<file path="src/csr_pkg.sv">
// Purpose: shared constants and types for console select / rotate control
// Assumes: 18-bit display-file words, word bit 17-n carries instruction bit n
// Notes: register map is word aligned on a plain strobe port
package csr_pkg;
  // opcode field is instruction bits 0..3 = word[17:14]; octal 34 over the top six bits
  localparam logic [3:0] CSEL_OP = 4'h7;
  localparam int OP_HI = 17;
  localparam int OP_LO = 14;
  // console-select fields, unit 0 first
  localparam int INT_U0 = 6;
  localparam int PEN_U0 = 7;
  // skip-1 unit address: bits 16,17
  localparam int SKIP_UNIT_HI = 1;
  // parameter-2 rotate enable (bit 12) and rotate select (bit 13)
  localparam int ROT_ENA_POS = 5;
  localparam int ROT_SEL_POS = 4;

  localparam int AW = 8;
  localparam int DW = 32;
  localparam logic [7:0] OFF_STATUS = 8'h00;
  localparam logic [7:0] OFF_MASK = 8'h04;
  localparam logic [7:0] OFF_CTRL = 8'h08;
  localparam logic [7:0] OFF_STATE = 8'h0C;
  localparam int EV_HIT = 0;
  localparam int EV_SENSE = 1;
  localparam int EV_SETTLE = 2;
  localparam int NEV = 3;
  localparam int CTRL_RESUME = 0;
  localparam int CTRL_GPEN = 1;
  localparam int CTRL_GINT = 2;
  localparam logic [2:0] MASK_RST = 3'h0;
  localparam logic CTRL_GPEN_RST = 1'b1;
  localparam logic CTRL_GINT_RST = 1'b1;

  localparam int CLK_NS = 5;
  localparam int SETTLE_NS = 20000;
  localparam int SETTLE_CYC = (SETTLE_NS + CLK_NS - 1) / CLK_NS;
  localparam int CNT_W = 12;
  localparam int DAC_W = 10;
  localparam int DAC_SETUP_NS = 20;
  localparam int DAC_HOLD_NS = 5;
  localparam int DAC_PW_POS_NS = 50;
  localparam int DAC_PW_NEG_NS = 30;
  localparam int DAC_SETUP_CYC = (DAC_SETUP_NS + CLK_NS - 1) / CLK_NS;
  localparam int DAC_PW_POS_CYC = (DAC_PW_POS_NS + CLK_NS - 1) / CLK_NS;
  localparam int DAC_PW_NEG_CYC = (DAC_PW_NEG_NS + CLK_NS - 1) / CLK_NS;

  typedef enum logic [2:0] {
    CSR_MV_BVEC = 3'h0,
    CSR_MV_BSVEC = 3'h1,
    CSR_MV_CHAR = 3'h2,
    CSR_MV_CSTR = 3'h3,
    CSR_MV_POINT = 3'h4,
    CSR_MV_ARBV = 3'h5,
    CSR_MV_ARBSV = 3'h6,
    CSR_MV_GRAPH = 3'h7
  } csr_move_e;

  typedef enum logic [1:0] {
    CSR_DAC_IDLE = 2'h0,
    CSR_DAC_SETUP = 2'h1,
    CSR_DAC_PULSE = 2'h2
  } csr_dac_e;
endpackage : csr_pkg

</file>
<file path="src/csr_dac_if.sv">
// Purpose: load request path from the controller to one deflection converter loader
// Assumes: single core_clk domain
// Notes: busy is combinational from loader state
`timescale 1ns/100ps
`default_nettype none
interface csr_dac_if;
  logic req;
  logic [9:0] data;
  logic busy;
  modport ctrl (output req, output data, input busy);
  modport conv (input req, input data, output busy);
endinterface : csr_dac_if
`default_nettype wire

</file>
<file path="src/csr_dac_load.sv">
// Purpose: drive one deflection converter's 10-bit input register and load pulse
// Assumes: data pins settle one full setup time before the leading edge
// Notes: LOAD_POS selects a rising or falling leading edge on dac_clk
`timescale 1ns/100ps
`default_nettype none
module csr_dac_load #(
  parameter bit LOAD_POS = 1'b1,
  parameter int PW_CYC = csr_pkg::DAC_PW_POS_CYC
) (
  input wire logic core_clk,
  input wire logic nrst,
  csr_dac_if.conv bus,
  output logic [9:0] dac_data,
  output logic dac_clk,
  output logic [9:0] dac_held
);
  typedef struct packed {
    csr_pkg::csr_dac_e st;
    logic [3:0] cnt;
    logic pulse;
    logic [9:0] data;
    logic [9:0] held;
  } csr_dac_s;

  csr_dac_s s_reg;
  csr_dac_s s_next;

  always_comb begin
    s_next = s_reg;
    case (s_reg.st)
      csr_pkg::CSR_DAC_IDLE: begin
        if (bus.req) begin
          s_next.data = bus.data;
          s_next.cnt = 4'(csr_pkg::DAC_SETUP_CYC - 1);
          s_next.st = csr_pkg::CSR_DAC_SETUP;
        end
      end
      csr_pkg::CSR_DAC_SETUP: begin
        if (s_reg.cnt == 4'h0) begin
          // leading edge: converter register takes the pins now
          s_next.pulse = 1'b1; // see RULE12
          s_next.held = s_reg.data;
          s_next.cnt = 4'(PW_CYC - 1);
          s_next.st = csr_pkg::CSR_DAC_PULSE;
        end else begin
          s_next.cnt = s_reg.cnt - 4'h1;
        end
      end
      csr_pkg::CSR_DAC_PULSE: begin
        if (s_reg.cnt == 4'h0) begin
          s_next.pulse = 1'b0;
          s_next.st = csr_pkg::CSR_DAC_IDLE;
        end else begin
          s_next.cnt = s_reg.cnt - 4'h1;
        end
      end
      default: s_next.st = csr_pkg::CSR_DAC_IDLE;
    endcase
  end

  always_ff @(posedge core_clk) begin
    if (!nrst) begin
      s_reg <= '0;
    end else begin
      s_reg <= s_next;
    end
  end

  assign bus.busy = (s_reg.st != csr_pkg::CSR_DAC_IDLE);
  assign dac_data = s_reg.data;
  // idle level is the trailing level of the fitted variant
  assign dac_clk = LOAD_POS ? s_reg.pulse : ~s_reg.pulse; // see RULE13
  assign dac_held = s_reg.held;
endmodule : csr_dac_load
`default_nettype wire

</file>
<file path="src/csr_ctrl.sv">
// Purpose: console select, skip unit address, rotation and sector re-entry control
// Assumes: instruction and move strobes come from core_clk logic; console pins do not
// Notes: status bits are write-one-to-clear, an event in the clearing cycle survives
//
// Chosen here: the address-and-strobe port and the register offsets.
`timescale 1ns/100ps
`default_nettype none
// Function
// RULE1 - console-select recognised by opcode octal 34 in instruction bits 0 to 3
// RULE2 - console-select bits 4 to 9 are ignored
// RULE3 - bits 11,13,15,17 enable intensity of units 00 to 03
// RULE4 - bits 10,12,14,16 enable light pens of units 00 to 03
// RULE5 - enabled pen hit halts display; pen sense alone does not halt
// RULE6 - with multiplexer fitted, skip-1 bits 16,17 address the tested console
// RULE7 - global pen and intensity control unchanged; unit bits give selectivity
// RULE8 - active rotation turns output 90 degrees counterclockwise
// RULE9 - rotation only for basic vector, short vector, character, character string
// RULE10 - parameter-2 bit 12 is rotate enable, bit 13 rotate select
// RULE11 - re-entering sector 0 by character or vector inserts a 20 us wait
// RULE12 - each converter input register captures data on load pulse leading edge
// RULE13 - load pulse polarity matches the fitted converter variant
// RULE14 - re-entry wait is a clock-cycle counter covering the settling time
module csr_ctrl #(
  parameter logic [3:0] PARAM2_OP = 4'h0,
  parameter logic [3:0] SKIP1_OP = 4'h1,
  parameter bit X_LOAD_POS = 1'b1,
  parameter bit Y_LOAD_POS = 1'b0
) (
  input wire logic core_clk,
  input wire logic nrst,
  input wire logic instr_valid,
  input wire logic [17:0] instr_word,
  input wire logic mux_fitted,
  input wire logic [3:0] pen_hit_flag,
  input wire logic [3:0] pen_sense_in,
  input wire logic move_valid,
  input wire logic [2:0] move_kind,
  input wire logic signed [9:0] move_dx,
  input wire logic signed [9:0] move_dy,
  input wire logic beam_sector0,
  input wire logic draw_active,
  input wire logic x_load,
  input wire logic [9:0] x_data,
  input wire logic y_load,
  input wire logic [9:0] y_data,
  input wire logic [7:0] reg_addr,
  input wire logic [31:0] reg_wdata,
  input wire logic reg_we,
  input wire logic reg_re,
  output logic [31:0] reg_rdata,
  output logic irq,
  output logic [3:0] console_intensify_enable,
  output logic [3:0] pen_enable_bit,
  output logic pen_sense_indicator,
  output logic halt_display,
  output logic [1:0] skip_unit,
  output logic skip_unit_valid,
  output logic turn_enable_bit,
  output logic out_valid,
  output logic signed [9:0] out_dx,
  output logic signed [9:0] out_dy,
  output logic settle_wait,
  output logic x_busy,
  output logic [9:0] dac_x_data,
  output logic dac_x_clk,
  output logic y_busy,
  output logic [9:0] dac_y_data,
  output logic dac_y_clk
);
  typedef struct packed {
    logic [3:0] hit_m;
    logic [3:0] hit_s;
    logic [3:0] sense_m;
    logic [3:0] sense_s;
    logic mux_m;
    logic mux_s;
    logic [3:0] inten;
    logic [3:0] pen;
    logic halt;
    logic sense;
    logic rot_on;
    logic [1:0] skip_unit;
    logic skip_stb;
    logic sec_prev;
    logic [11:0] settle_cnt;
    logic [2:0] status;
    logic [2:0] mask;
    logic gpen;
    logic gint;
    logic [31:0] rdata;
    logic signed [9:0] rdx;
    logic signed [9:0] rdy;
    logic rvalid;
  } csr_state_s;

  csr_state_s s_reg;
  csr_state_s s_next;
  logic [3:0] opcode;
  logic hit_ev;
  logic sense_ev;
  logic reentry;
  logic settle_done;
  logic rotatable;
  logic wr_status;
  logic wr_mask;
  logic wr_ctrl;
  logic [2:0] ev;

  csr_dac_if x_if ();
  csr_dac_if y_if ();

  assign opcode = instr_word[csr_pkg::OP_HI:csr_pkg::OP_LO];
  // synchronised copies only; pens are gated per console and by the global enable
  assign hit_ev = |(s_reg.hit_s & s_reg.pen) & s_reg.gpen; // see RULE5
  assign sense_ev = |(s_reg.sense_s & s_reg.pen) & s_reg.gpen;
  assign reentry = draw_active && beam_sector0 && !s_reg.sec_prev; // see RULE11
  assign settle_done = (s_reg.settle_cnt == 12'h001);
  assign rotatable = (move_kind == csr_pkg::CSR_MV_BVEC) ||
                     (move_kind == csr_pkg::CSR_MV_BSVEC) ||
                     (move_kind == csr_pkg::CSR_MV_CHAR) ||
                     (move_kind == csr_pkg::CSR_MV_CSTR); // see RULE9
  assign wr_status = reg_we && (reg_addr == csr_pkg::OFF_STATUS);
  assign wr_mask = reg_we && (reg_addr == csr_pkg::OFF_MASK);
  assign wr_ctrl = reg_we && (reg_addr == csr_pkg::OFF_CTRL);
  assign ev = {settle_done, sense_ev, hit_ev};

  always_comb begin
    s_next = s_reg;
    s_next.hit_m = pen_hit_flag;
    s_next.hit_s = s_reg.hit_m;
    s_next.sense_m = pen_sense_in;
    s_next.sense_s = s_reg.sense_m;
    s_next.mux_m = mux_fitted;
    s_next.mux_s = s_reg.mux_m;
    s_next.skip_stb = 1'b0;
    s_next.rvalid = 1'b0;
    s_next.rdata = 32'h00000000;
    s_next.sec_prev = beam_sector0;
    s_next.sense = sense_ev; // see RULE5
    if (instr_valid) begin
      if (opcode == csr_pkg::CSEL_OP) begin // see RULE1
        // only the odd/even unit bits are taken, bits 4..9 never looked at
        s_next.inten = {instr_word[csr_pkg::INT_U0 - 6], instr_word[csr_pkg::INT_U0 - 4],
                        instr_word[csr_pkg::INT_U0 - 2], instr_word[csr_pkg::INT_U0]}; // see RULE3
        s_next.pen = {instr_word[csr_pkg::PEN_U0 - 6], instr_word[csr_pkg::PEN_U0 - 4],
                      instr_word[csr_pkg::PEN_U0 - 2], instr_word[csr_pkg::PEN_U0]}; // see RULE4
      end else if (opcode == PARAM2_OP) begin
        if (instr_word[csr_pkg::ROT_ENA_POS]) begin // see RULE10
          s_next.rot_on = instr_word[csr_pkg::ROT_SEL_POS];
        end
      end else if (opcode == SKIP1_OP) begin
        // without the multiplexer only unit 0 exists
        s_next.skip_unit = s_reg.mux_s ? instr_word[csr_pkg::SKIP_UNIT_HI:0] : 2'h0; // see RULE6
        s_next.skip_stb = 1'b1;
      end
    end
    if (wr_ctrl && reg_wdata[csr_pkg::CTRL_RESUME]) begin
      s_next.halt = 1'b0;
    end
    if (hit_ev) begin
      s_next.halt = 1'b1; // see RULE5
    end
    if (reentry) begin
      s_next.settle_cnt = 12'(csr_pkg::SETTLE_CYC); // see RULE14
    end else if (s_reg.settle_cnt != 12'h000) begin
      s_next.settle_cnt = s_reg.settle_cnt - 12'h001;
    end
    if (move_valid) begin
      s_next.rvalid = 1'b1;
      if (s_reg.rot_on && rotatable) begin
        // counterclockwise quarter turn: (x, y) -> (-y, x)
        s_next.rdx = -move_dy; // see RULE8
        s_next.rdy = move_dx;
      end else begin
        s_next.rdx = move_dx;
        s_next.rdy = move_dy;
      end
    end
    if (wr_status) begin
      s_next.status = s_reg.status & ~reg_wdata[csr_pkg::NEV - 1:0];
    end
    s_next.status = s_next.status | ev;
    if (wr_mask) begin
      s_next.mask = reg_wdata[csr_pkg::NEV - 1:0];
    end
    if (wr_ctrl) begin
      s_next.gpen = reg_wdata[csr_pkg::CTRL_GPEN];
      s_next.gint = reg_wdata[csr_pkg::CTRL_GINT];
    end
    if (reg_re) begin
      if (reg_addr == csr_pkg::OFF_STATUS) begin
        s_next.rdata = {29'h0, s_reg.status};
      end else if (reg_addr == csr_pkg::OFF_MASK) begin
        s_next.rdata = {29'h0, s_reg.mask};
      end else if (reg_addr == csr_pkg::OFF_CTRL) begin
        s_next.rdata = {29'h0, s_reg.gint, s_reg.gpen, 1'b0};
      end else if (reg_addr == csr_pkg::OFF_STATE) begin
        s_next.rdata = {17'h0, s_reg.mux_s, s_reg.skip_unit, (s_reg.settle_cnt != 12'h000),
                        s_reg.rot_on, s_reg.sense, s_reg.halt, s_reg.pen, s_reg.inten};
      end else begin
        s_next.rdata = 32'h00000000;
      end
    end
  end

  always_ff @(posedge core_clk) begin
    if (!nrst) begin
      s_reg <= '0;
      s_reg.mask <= csr_pkg::MASK_RST;
      s_reg.gpen <= csr_pkg::CTRL_GPEN_RST;
      s_reg.gint <= csr_pkg::CTRL_GINT_RST;
      s_reg.sec_prev <= 1'b1;
    end else begin
      s_reg <= s_next;
    end
  end

  // global parameter-instruction control still applies to every console
  assign console_intensify_enable = s_reg.inten & {4{s_reg.gint}}; // see RULE7
  assign pen_enable_bit = s_reg.pen & {4{s_reg.gpen}}; // see RULE7
  assign pen_sense_indicator = s_reg.sense;
  assign halt_display = s_reg.halt;
  assign skip_unit = s_reg.skip_unit;
  assign skip_unit_valid = s_reg.skip_stb;
  assign turn_enable_bit = s_reg.rot_on;
  assign out_valid = s_reg.rvalid;
  assign out_dx = s_reg.rdx;
  assign out_dy = s_reg.rdy;
  assign settle_wait = (s_reg.settle_cnt != 12'h000); // see RULE11
  assign reg_rdata = s_reg.rdata;
  assign irq = |(s_reg.status & s_reg.mask);

  // a load arriving while its converter is busy is dropped
  assign x_if.req = x_load;
  assign x_if.data = x_data;
  assign y_if.req = y_load;
  assign y_if.data = y_data;
  assign x_busy = x_if.busy;
  assign y_busy = y_if.busy;

  csr_dac_load #(
    .LOAD_POS(X_LOAD_POS),
    .PW_CYC(X_LOAD_POS ? csr_pkg::DAC_PW_POS_CYC : csr_pkg::DAC_PW_NEG_CYC)
  ) u_dac_x (
    .core_clk(core_clk),
    .nrst(nrst),
    .bus(x_if.conv),
    .dac_data(dac_x_data),
    .dac_clk(dac_x_clk),
    .dac_held()
  );

  csr_dac_load #(
    .LOAD_POS(Y_LOAD_POS),
    .PW_CYC(Y_LOAD_POS ? csr_pkg::DAC_PW_POS_CYC : csr_pkg::DAC_PW_NEG_CYC)
  ) u_dac_y (
    .core_clk(core_clk),
    .nrst(nrst),
    .bus(y_if.conv),
    .dac_data(dac_y_data),
    .dac_clk(dac_y_clk),
    .dac_held()
  );
endmodule : csr_ctrl
`default_nettype wire

</file>
<file path="config.mk">
export PLATFORM = sky130hd
export DESIGN_NAME = csr_ctrl
export DESIGN_NICKNAME = d
export VERILOG_FILES = /design/src/csr_pkg.sv /design/src/csr_dac_if.sv /design/src/csr_dac_load.sv /design/src/csr_ctrl.sv
export SDC_FILE = /design/constraint.sdc
export NUM_CORES = 1
export LEC_CHECK = 0
export BUFFER_PORTS_ARGS = -buffer_cell sky130_fd_sc_hd__buf_2
export CAP_MARGIN = 20
export CORE_MARGIN = 1
export CORE_UTILIZATION = 40
export CTS_CLUSTER_SIZE = 10
export DETAILED_ROUTE_END_ITERATION = 10
export PLACE_DENSITY = 0.76
export SLEW_MARGIN = 25
export SYNTH_ARGS = -nofsm -noshare
export SYNTH_HDL_FRONTEND = slang
export SYNTH_SLANG_ARGS = --single-unit
</file>
<file path="constraint.sdc">
create_clock -name core_clk -period 3.1 [get_ports core_clk]
set_input_delay 0.465 -clock core_clk [delete_from_list [all_inputs] [get_ports core_clk]]
set_output_delay 0.465 -clock core_clk [all_outputs]
set_load 0.01 [all_outputs]
</file>
==> qor.txt, run 1 <==
Status - completed
Net Sw Frac - 30.3%
Crit path time final - 2.43 ns
Critical path peak fanout - 6
Die height - 122 um
VDD IR max - 348 uV
Worst path cell trace - inv_1, ha_1, nor3b_1, and3_1, inv_1, buf_2
Diodes inserted - 0
Row count - 43
Power per cell area - 729 mW/mm^2
# hold bufs at CTS - 0
Vias - 4697
Setup_tns - 0 ns
Remaining antenna violation count - 0
Crit share post-route - 78.5%
Initial antenna violation count - 0
Drt wl/cell - 13.0 um
Crit-path most repeated cell - inv_1
Mapped Avg Cell Area - 8.67 sq um
# DRC - 0
Skew final - 0.00672 ns
Comb power frac - 22.3%
EDFF count, synth - 0
First-pass detailed-route iteration total - 4
# setup viols final - 0
Reg power frac - 38.4%
Syn Std Cell Area - 0.00574 sq mm
CTS tree - yes
Family with the most delay on the worst path - simple AND/OR/NAND/NOR gates
Prevailing post-synth register cell - dfxtp_1
Final net count - 890
Setup CP Type - flop to primary output
First-pass GRT wire length - 20.6 mm
Slew @ Worst Pin - 0.694 ns
Critical path arrival - 1.97 ns
Total power - 0.00493 W
Largest area contributor in the netlist - dfxtp_1
Final hold viol count - 0
Slew Viols, Final - 0
Share of layout cells above drive strength 1 - 27.5%
Initial Util - 41.2%
Min-Delay Path Class - input pin to flop
Net Sw Power - 0.00150 W
CP max-delay cell - and3_1
Clk_lat worst skew - 0.41 ns
RSZ-0062 raised after global routing - false
Max FFs per register - 38
Flops & latches, synth - 123
GRT Util Overall - 17.7%
Clock buffer count from CTS - 17
H-Tree Depth - 4
Internal power - 0.00344 W
Netlist cell types - 60
CP required - 2.63 ns
Leakage - 3.10 nW
Die area - 0.0148 sq mm
Core outline area - 0.0139 sq mm
I/O pins - 213
Filler Cell Count - 1360
Share of flip-flops with an asynchronous set or reset - 0%
Critical path capture point type - primary output
Synth warn - 0
Dpl hpwl - 8.68 mm
Fmax achieved - 411 MHz
CP peak stage delay - 0.35 ns
Max-Cap Viols - 0
Vias in the first global route - 4435
PostCTS Resize Cnt - 0
DRT iter0 DRCs - 186
Post-Synthesis Cells - 662
Die W - 122 um
Largest net degree at the start of global routing - 47
Startpoint class of the critical path - flop
Vias per cell - 4.94
Synth top area cells - dfxtp_1 43%, buf_4 9.7%, nand2_1 6.2%, and2_1 4.4%, a21oi_1 3.9%
Register area share after synthesis - 42.9%
Crit path buf inv count - 3
Slew headroom - 53.7%
Reg area - 0.00246 sq mm
Root Buffer - clkbuf_16
Worst-case clock buffer depth - 2
Setup Buffers After CTS - 0
P&R area growth vs syn - 17.9%
Top-area cell type share of the netlist area - 42.9%
Final Wtd Congestion - 0.794
Port Buf Inserts - 158
Multi-input combinational cell area - 0.00259 sq mm
Clock slew at reported path FFs - 0.06 ns
Clk sinks - 123
Total grt overflow - 0
Clock network fraction of total power - 39.3%
WL final - 12.4 mm
## layout by cell type, fill, tap and decap left out, drive strengths merged, types with 4 or more instances in the layout
master	instances
a31oi	9
clkinvlp	5
buf	162
conb	17
a211oi	4
o211ai	4
a311oi	14
xnor2	4
a21oi	45
clkinv	6
nor4	4
nand3b	4
nor2	46
inv	24
nand2	95
clkbuf	18
nor3	8
ha	13
mux2i	14
nor2b	9
or3	4
nor3b	5
nand3	6
xor2	4
or4	5
nand4	7
dfxtp	123
o21ai	19
o31ai	5
or3b	4
and2	40
## layer usage
layer / vias up / track usage, % / part of all wire, % / routed length, um
li1: 2378 / - / - / -
met1: 2190 / 20.9 / 45 / 5640
met2: 112 / 28.7 / 47 / 5810
met3: 17 / 6.74 / 5.9 / 734
met4: 0 / 7.18 / 1.7 / 208
met5: - / 0 / 0 / 0
## per-stage QoR
step | hold WS (ns) | setup slack, ns | util (%) | area, sq um | std cells
after floorplan | 0.412 | 1.37 | - | 5800 | 678
final | 0.255 | 0.667 | 48.6 | 6770 | 950
after CTS | 0.236 | 0.628 | 48.6 | 6770 | 950
after detailed placement | 0.418 | 1.02 | 44.4 | 6180 | 918
after global placement | 0.416 | 1.07 | 44.4 | 6180 | 918
after global routing | 0.244 | 0.461 | 48.6 | 6770 | 950
## area by class of cell
cell class / count / area share, %
clock buffers: 18 / 6.49
clock inverters: 14 / 2.18
inverters: 23 / 1.28
multi-input cells: 430 / 38.2
flip-flops and latches: 123 / 36.4
well taps: 180 / 3.33
repair buffers: 162 / 12.1
## power groups by stage
stage	Sequential [W]	Clock [W]	Combinational (W)
global route	0.00192	0.00205	0.00126
CTS	0.00189	0.00198	0.00111
global placement	0.00192	0	0.00107
floorplan	0.00189	0	0.000905
finish	0.00189	0.00194	0.00110
detailed placement	0.00192	0	0.00110
## kinds of logic (layout without fill, tap and decap cells)
kind of cell | after synthesis | count (layout) | synth area share (%)
AND/OR/NAND/NOR | 247 | 247 | 21.6
AO/OA/AOI/OAI | 128 | 128 | 14.8
buffers and inverters | 125 | 217 | 13.1
flip-flops | 123 | 123 | 42.9
multiplexers | 17 | 17 | 3.42
adder cells (fa/ha/maj) | 13 | 13 | 2.83
XOR/XNOR | 8 | 8 | 1.22
other | 1 | 17 | 0.0653
## cells in the mapped netlist (3+ instances only)
library cell	count
nor3_1	8
inv_1	23
a31oi_1	9
or3b_2	4
clkbuf_1	20
xor2_1	4
a2bb2oi_1	3
and3_1	3
a211oi_1	4
and2_1	40
or4_1	5
nor2b_1	9
dfxtp_1	123
buf_1	5
o21a_1	3
or3_1	4
buf_4	74
o211ai_1	3
o31ai_1	5
o21ai_0	19
a311oi_1	14
xnor2_1	4
nor3b_1	5
nand2_1	95
a22oi_1	3
mux2i_1	14
nand3_1	6
nor2_1	46
a21oi_1	45
ha_1	13
o41ai_1	3
nand4_1	7
nand3b_1	4
## final timing paths
check / start / end / slack (ns) / cells past startpoint
worst max-delay path: s_reg[61]$_SDFFE_PP0P_ / settle_wait / 0.67 / 6
worst min-delay path: beam_sector0 / s_reg[73]$_SDFF_PN1_ / 0.25 / 2
worst max register to register: u_dac_x.s_reg[21]$_SDFFE_PN0P_ / u_dac_x.s_reg[24]$_SDFFE_PN0P_ / 1.13 / 6
worst min register to register: s_next[100]$_SDFF_PN0_ / s_reg[100]$_SDFF_PN0_ / 0.43 / 1
(Power assumes the default switching activity.)
==> inputs of run 2 (changes only) <==
clock period = 2.3 ns   (was 3.1 ns; I/O delays follow)
==> qor.txt, run 2 (same netlist as run 1, synthesis figures left out) <==
Status - completed
P&R area growth vs syn - 18.7%
Setup Buffers After CTS - 0
CTS tree - yes
Port Buf Inserts - 158
Worst setup path start - s_reg[61]$_SDFFE_PP0P_
Crit path time final - 2.15 ns
CP required - 1.96 ns
Clk_lat worst skew - 0.42 ns
Remaining antenna violation count - 0
First-pass GRT wire length - 20.5 mm
Final hold viol count - 0
Min-Delay Path Class - input pin to flop
Slew Viols, Final - 0
Drt wl/cell - 13.1 um
Row count - 43
Largest net degree at the start of global routing - 43
H-Tree Depth - 4
# setup viols final - 0
Max FFs per register - 38
Startpoint class of the critical path - flop
Max-Cap Viols - 0
Diodes inserted - 0
Final Wtd Congestion - 0.800
Reg2reg path depth - 6
RSZ-0062 raised after global routing - false
CP peak stage delay - 0.37 ns
Fmax achieved - 465 MHz
Worst path cell trace - inv_1, ha_1, nor3b_2, and3_2, inv_1, buf_2
Setup CP Type - flop to primary output
Setup WS pre-CTS - 0.416 ns
Slew headroom - 52.2%
GRT Util Overall - 17.7%
WL final - 12.5 mm
Hold depth - 2
R2r endpoint - u_dac_x.s_reg[24]$_SDFFE_PN0P_
Final net count - 894
Share of layout cells above drive strength 1 - 27.8%
Busiest layer in global routing - met2
# DRC - 0
Post-layout util - 48.9%
Most common cell after layout, fill and taps aside - buf_2
Most frequent cells in the layout - 158 x buf_2, 123 x dfxtp_1, 95 x nand2_1, 46 x nor2_1, 45 x a21oi_1
Clock buffer count from CTS - 17
VDD IR max - 530 uV
Clock slew at reported path FFs - 0.05 ns
R2r setup slk - 0.42 ns
Setup_tns - 0 ns
Reg2Reg Launch Point - u_dac_x.s_reg[21]$_SDFFE_PN0P_
Initial antenna violation count - 0
Die area - 0.0148 sq mm
Clk sinks - 123
Worst hold path startpoint - beam_sector0
Leakage - 3.13 nW
Crit-path most repeated cell - inv_1
Skew final - 0.00859 ns
Grt met1 use - 22.2%
CP max-delay cell - dfxtp_1
Vias per cell - 4.95
Dpl hpwl - 8.82 mm
Initial Util - 41.2%
Critical path capture point type - primary output
I/O pins - 213
Vias in the first global route - 4297
Die height - 122 um
Critical path peak fanout - 6
Crit share post-route - 93.5%
Core outline area - 0.0139 sq mm
Fin worst setup slack - 0.149 ns
Power per cell area - 985 mW/mm^2
Root Buffer - clkbuf_16
Hold Crit Endpoint - s_reg[73]$_SDFF_PN1_
Critical path arrival - 1.81 ns
First-pass detailed-route iteration total - 4
Die W - 122 um
Total grt overflow - 0
Met3 Use GR - 6.18%
Vias - 4720
Slew @ Worst Pin - 0.710 ns
Grt met2 use - 27.9%
Worst-case clock buffer depth - 2
DRT iter0 DRCs - 199
-- run 2: cell count changes in the layout (fill, tap and decap cells not counted), sizes merged --
cell,before,now
buf,162,166
clkbuf,18,21
bufinv,2,3
clkinvlp,5,2
inv,24,23
-- run 2: worst max-delay path, delay by kind of cell, from the launching register on --
kind,cells,cell delay [ns]
buffers and inverters,3,0.37
flip-flops,1,0.37
AND/OR/NAND/NOR,2,0.43
adder cells (fa/ha/maj),1,0.24
-- run 2: worst max path at each step --
stage	to	cells past startpoint
3_3_place_gp	s_reg[59]$_SDFF_PN0_	5
4_1_cts	settle_wait	6
3_5_place_dp	s_reg[59]$_SDFF_PN0_	5
5_1_grt	settle_wait	6
2_1_floorplan	s_reg[64]$_SDFFE_PP0P_	7
6_report	settle_wait	6
-- run 2: layout make-up --
class                   instances  area (sq um)
flip-flops and latches        123          2460
clock inverters                11           146
well taps                     180           225
multi-input cells             430          2600
fillers                      1290          7120
repair buffers                166           851
clock buffers                  21           440
inverters                      23          86.3
-- run 2: through the flow --
stage                     instances  area (sq um)  hold WS [ns]  total power (W)
final                           954          6810         0.128          0.00671
after global routing            954          6810         0.121          0.00710
after CTS                       954          6800         0.107          0.00675
after detailed placement        922          6210         0.418          0.00407
after global placement          922          6210         0.417          0.00404
after floorplan                 678          5800         0.412          0.00376
-- run 2: power breakdown --
part	total, W	switching [W]	internal (W)
clock	0.00264	0.000945	0.00170
sequential	0.00256	0.000201	0.00236
combinational	0.00151	0.000829	0.000677
-- run 2: what timing repair did --
action | in CTS | in global routing
resized for setup | 1 | 2
endpoints found under the setup margin | 1 | 1
pin swaps | 0 | 0
endpoints found under the hold margin | 0 | 0
hold buffers | 0 | 0
-- run 2: metal layers --
layer  part of all wire, %  wire (um)  vias up
met5                     0          0        -
li1                      -          -     2391
met2                    48       5980      135
met1                    45       5660     2184
met3                   6.0        750       10
met4                  0.86        107        0
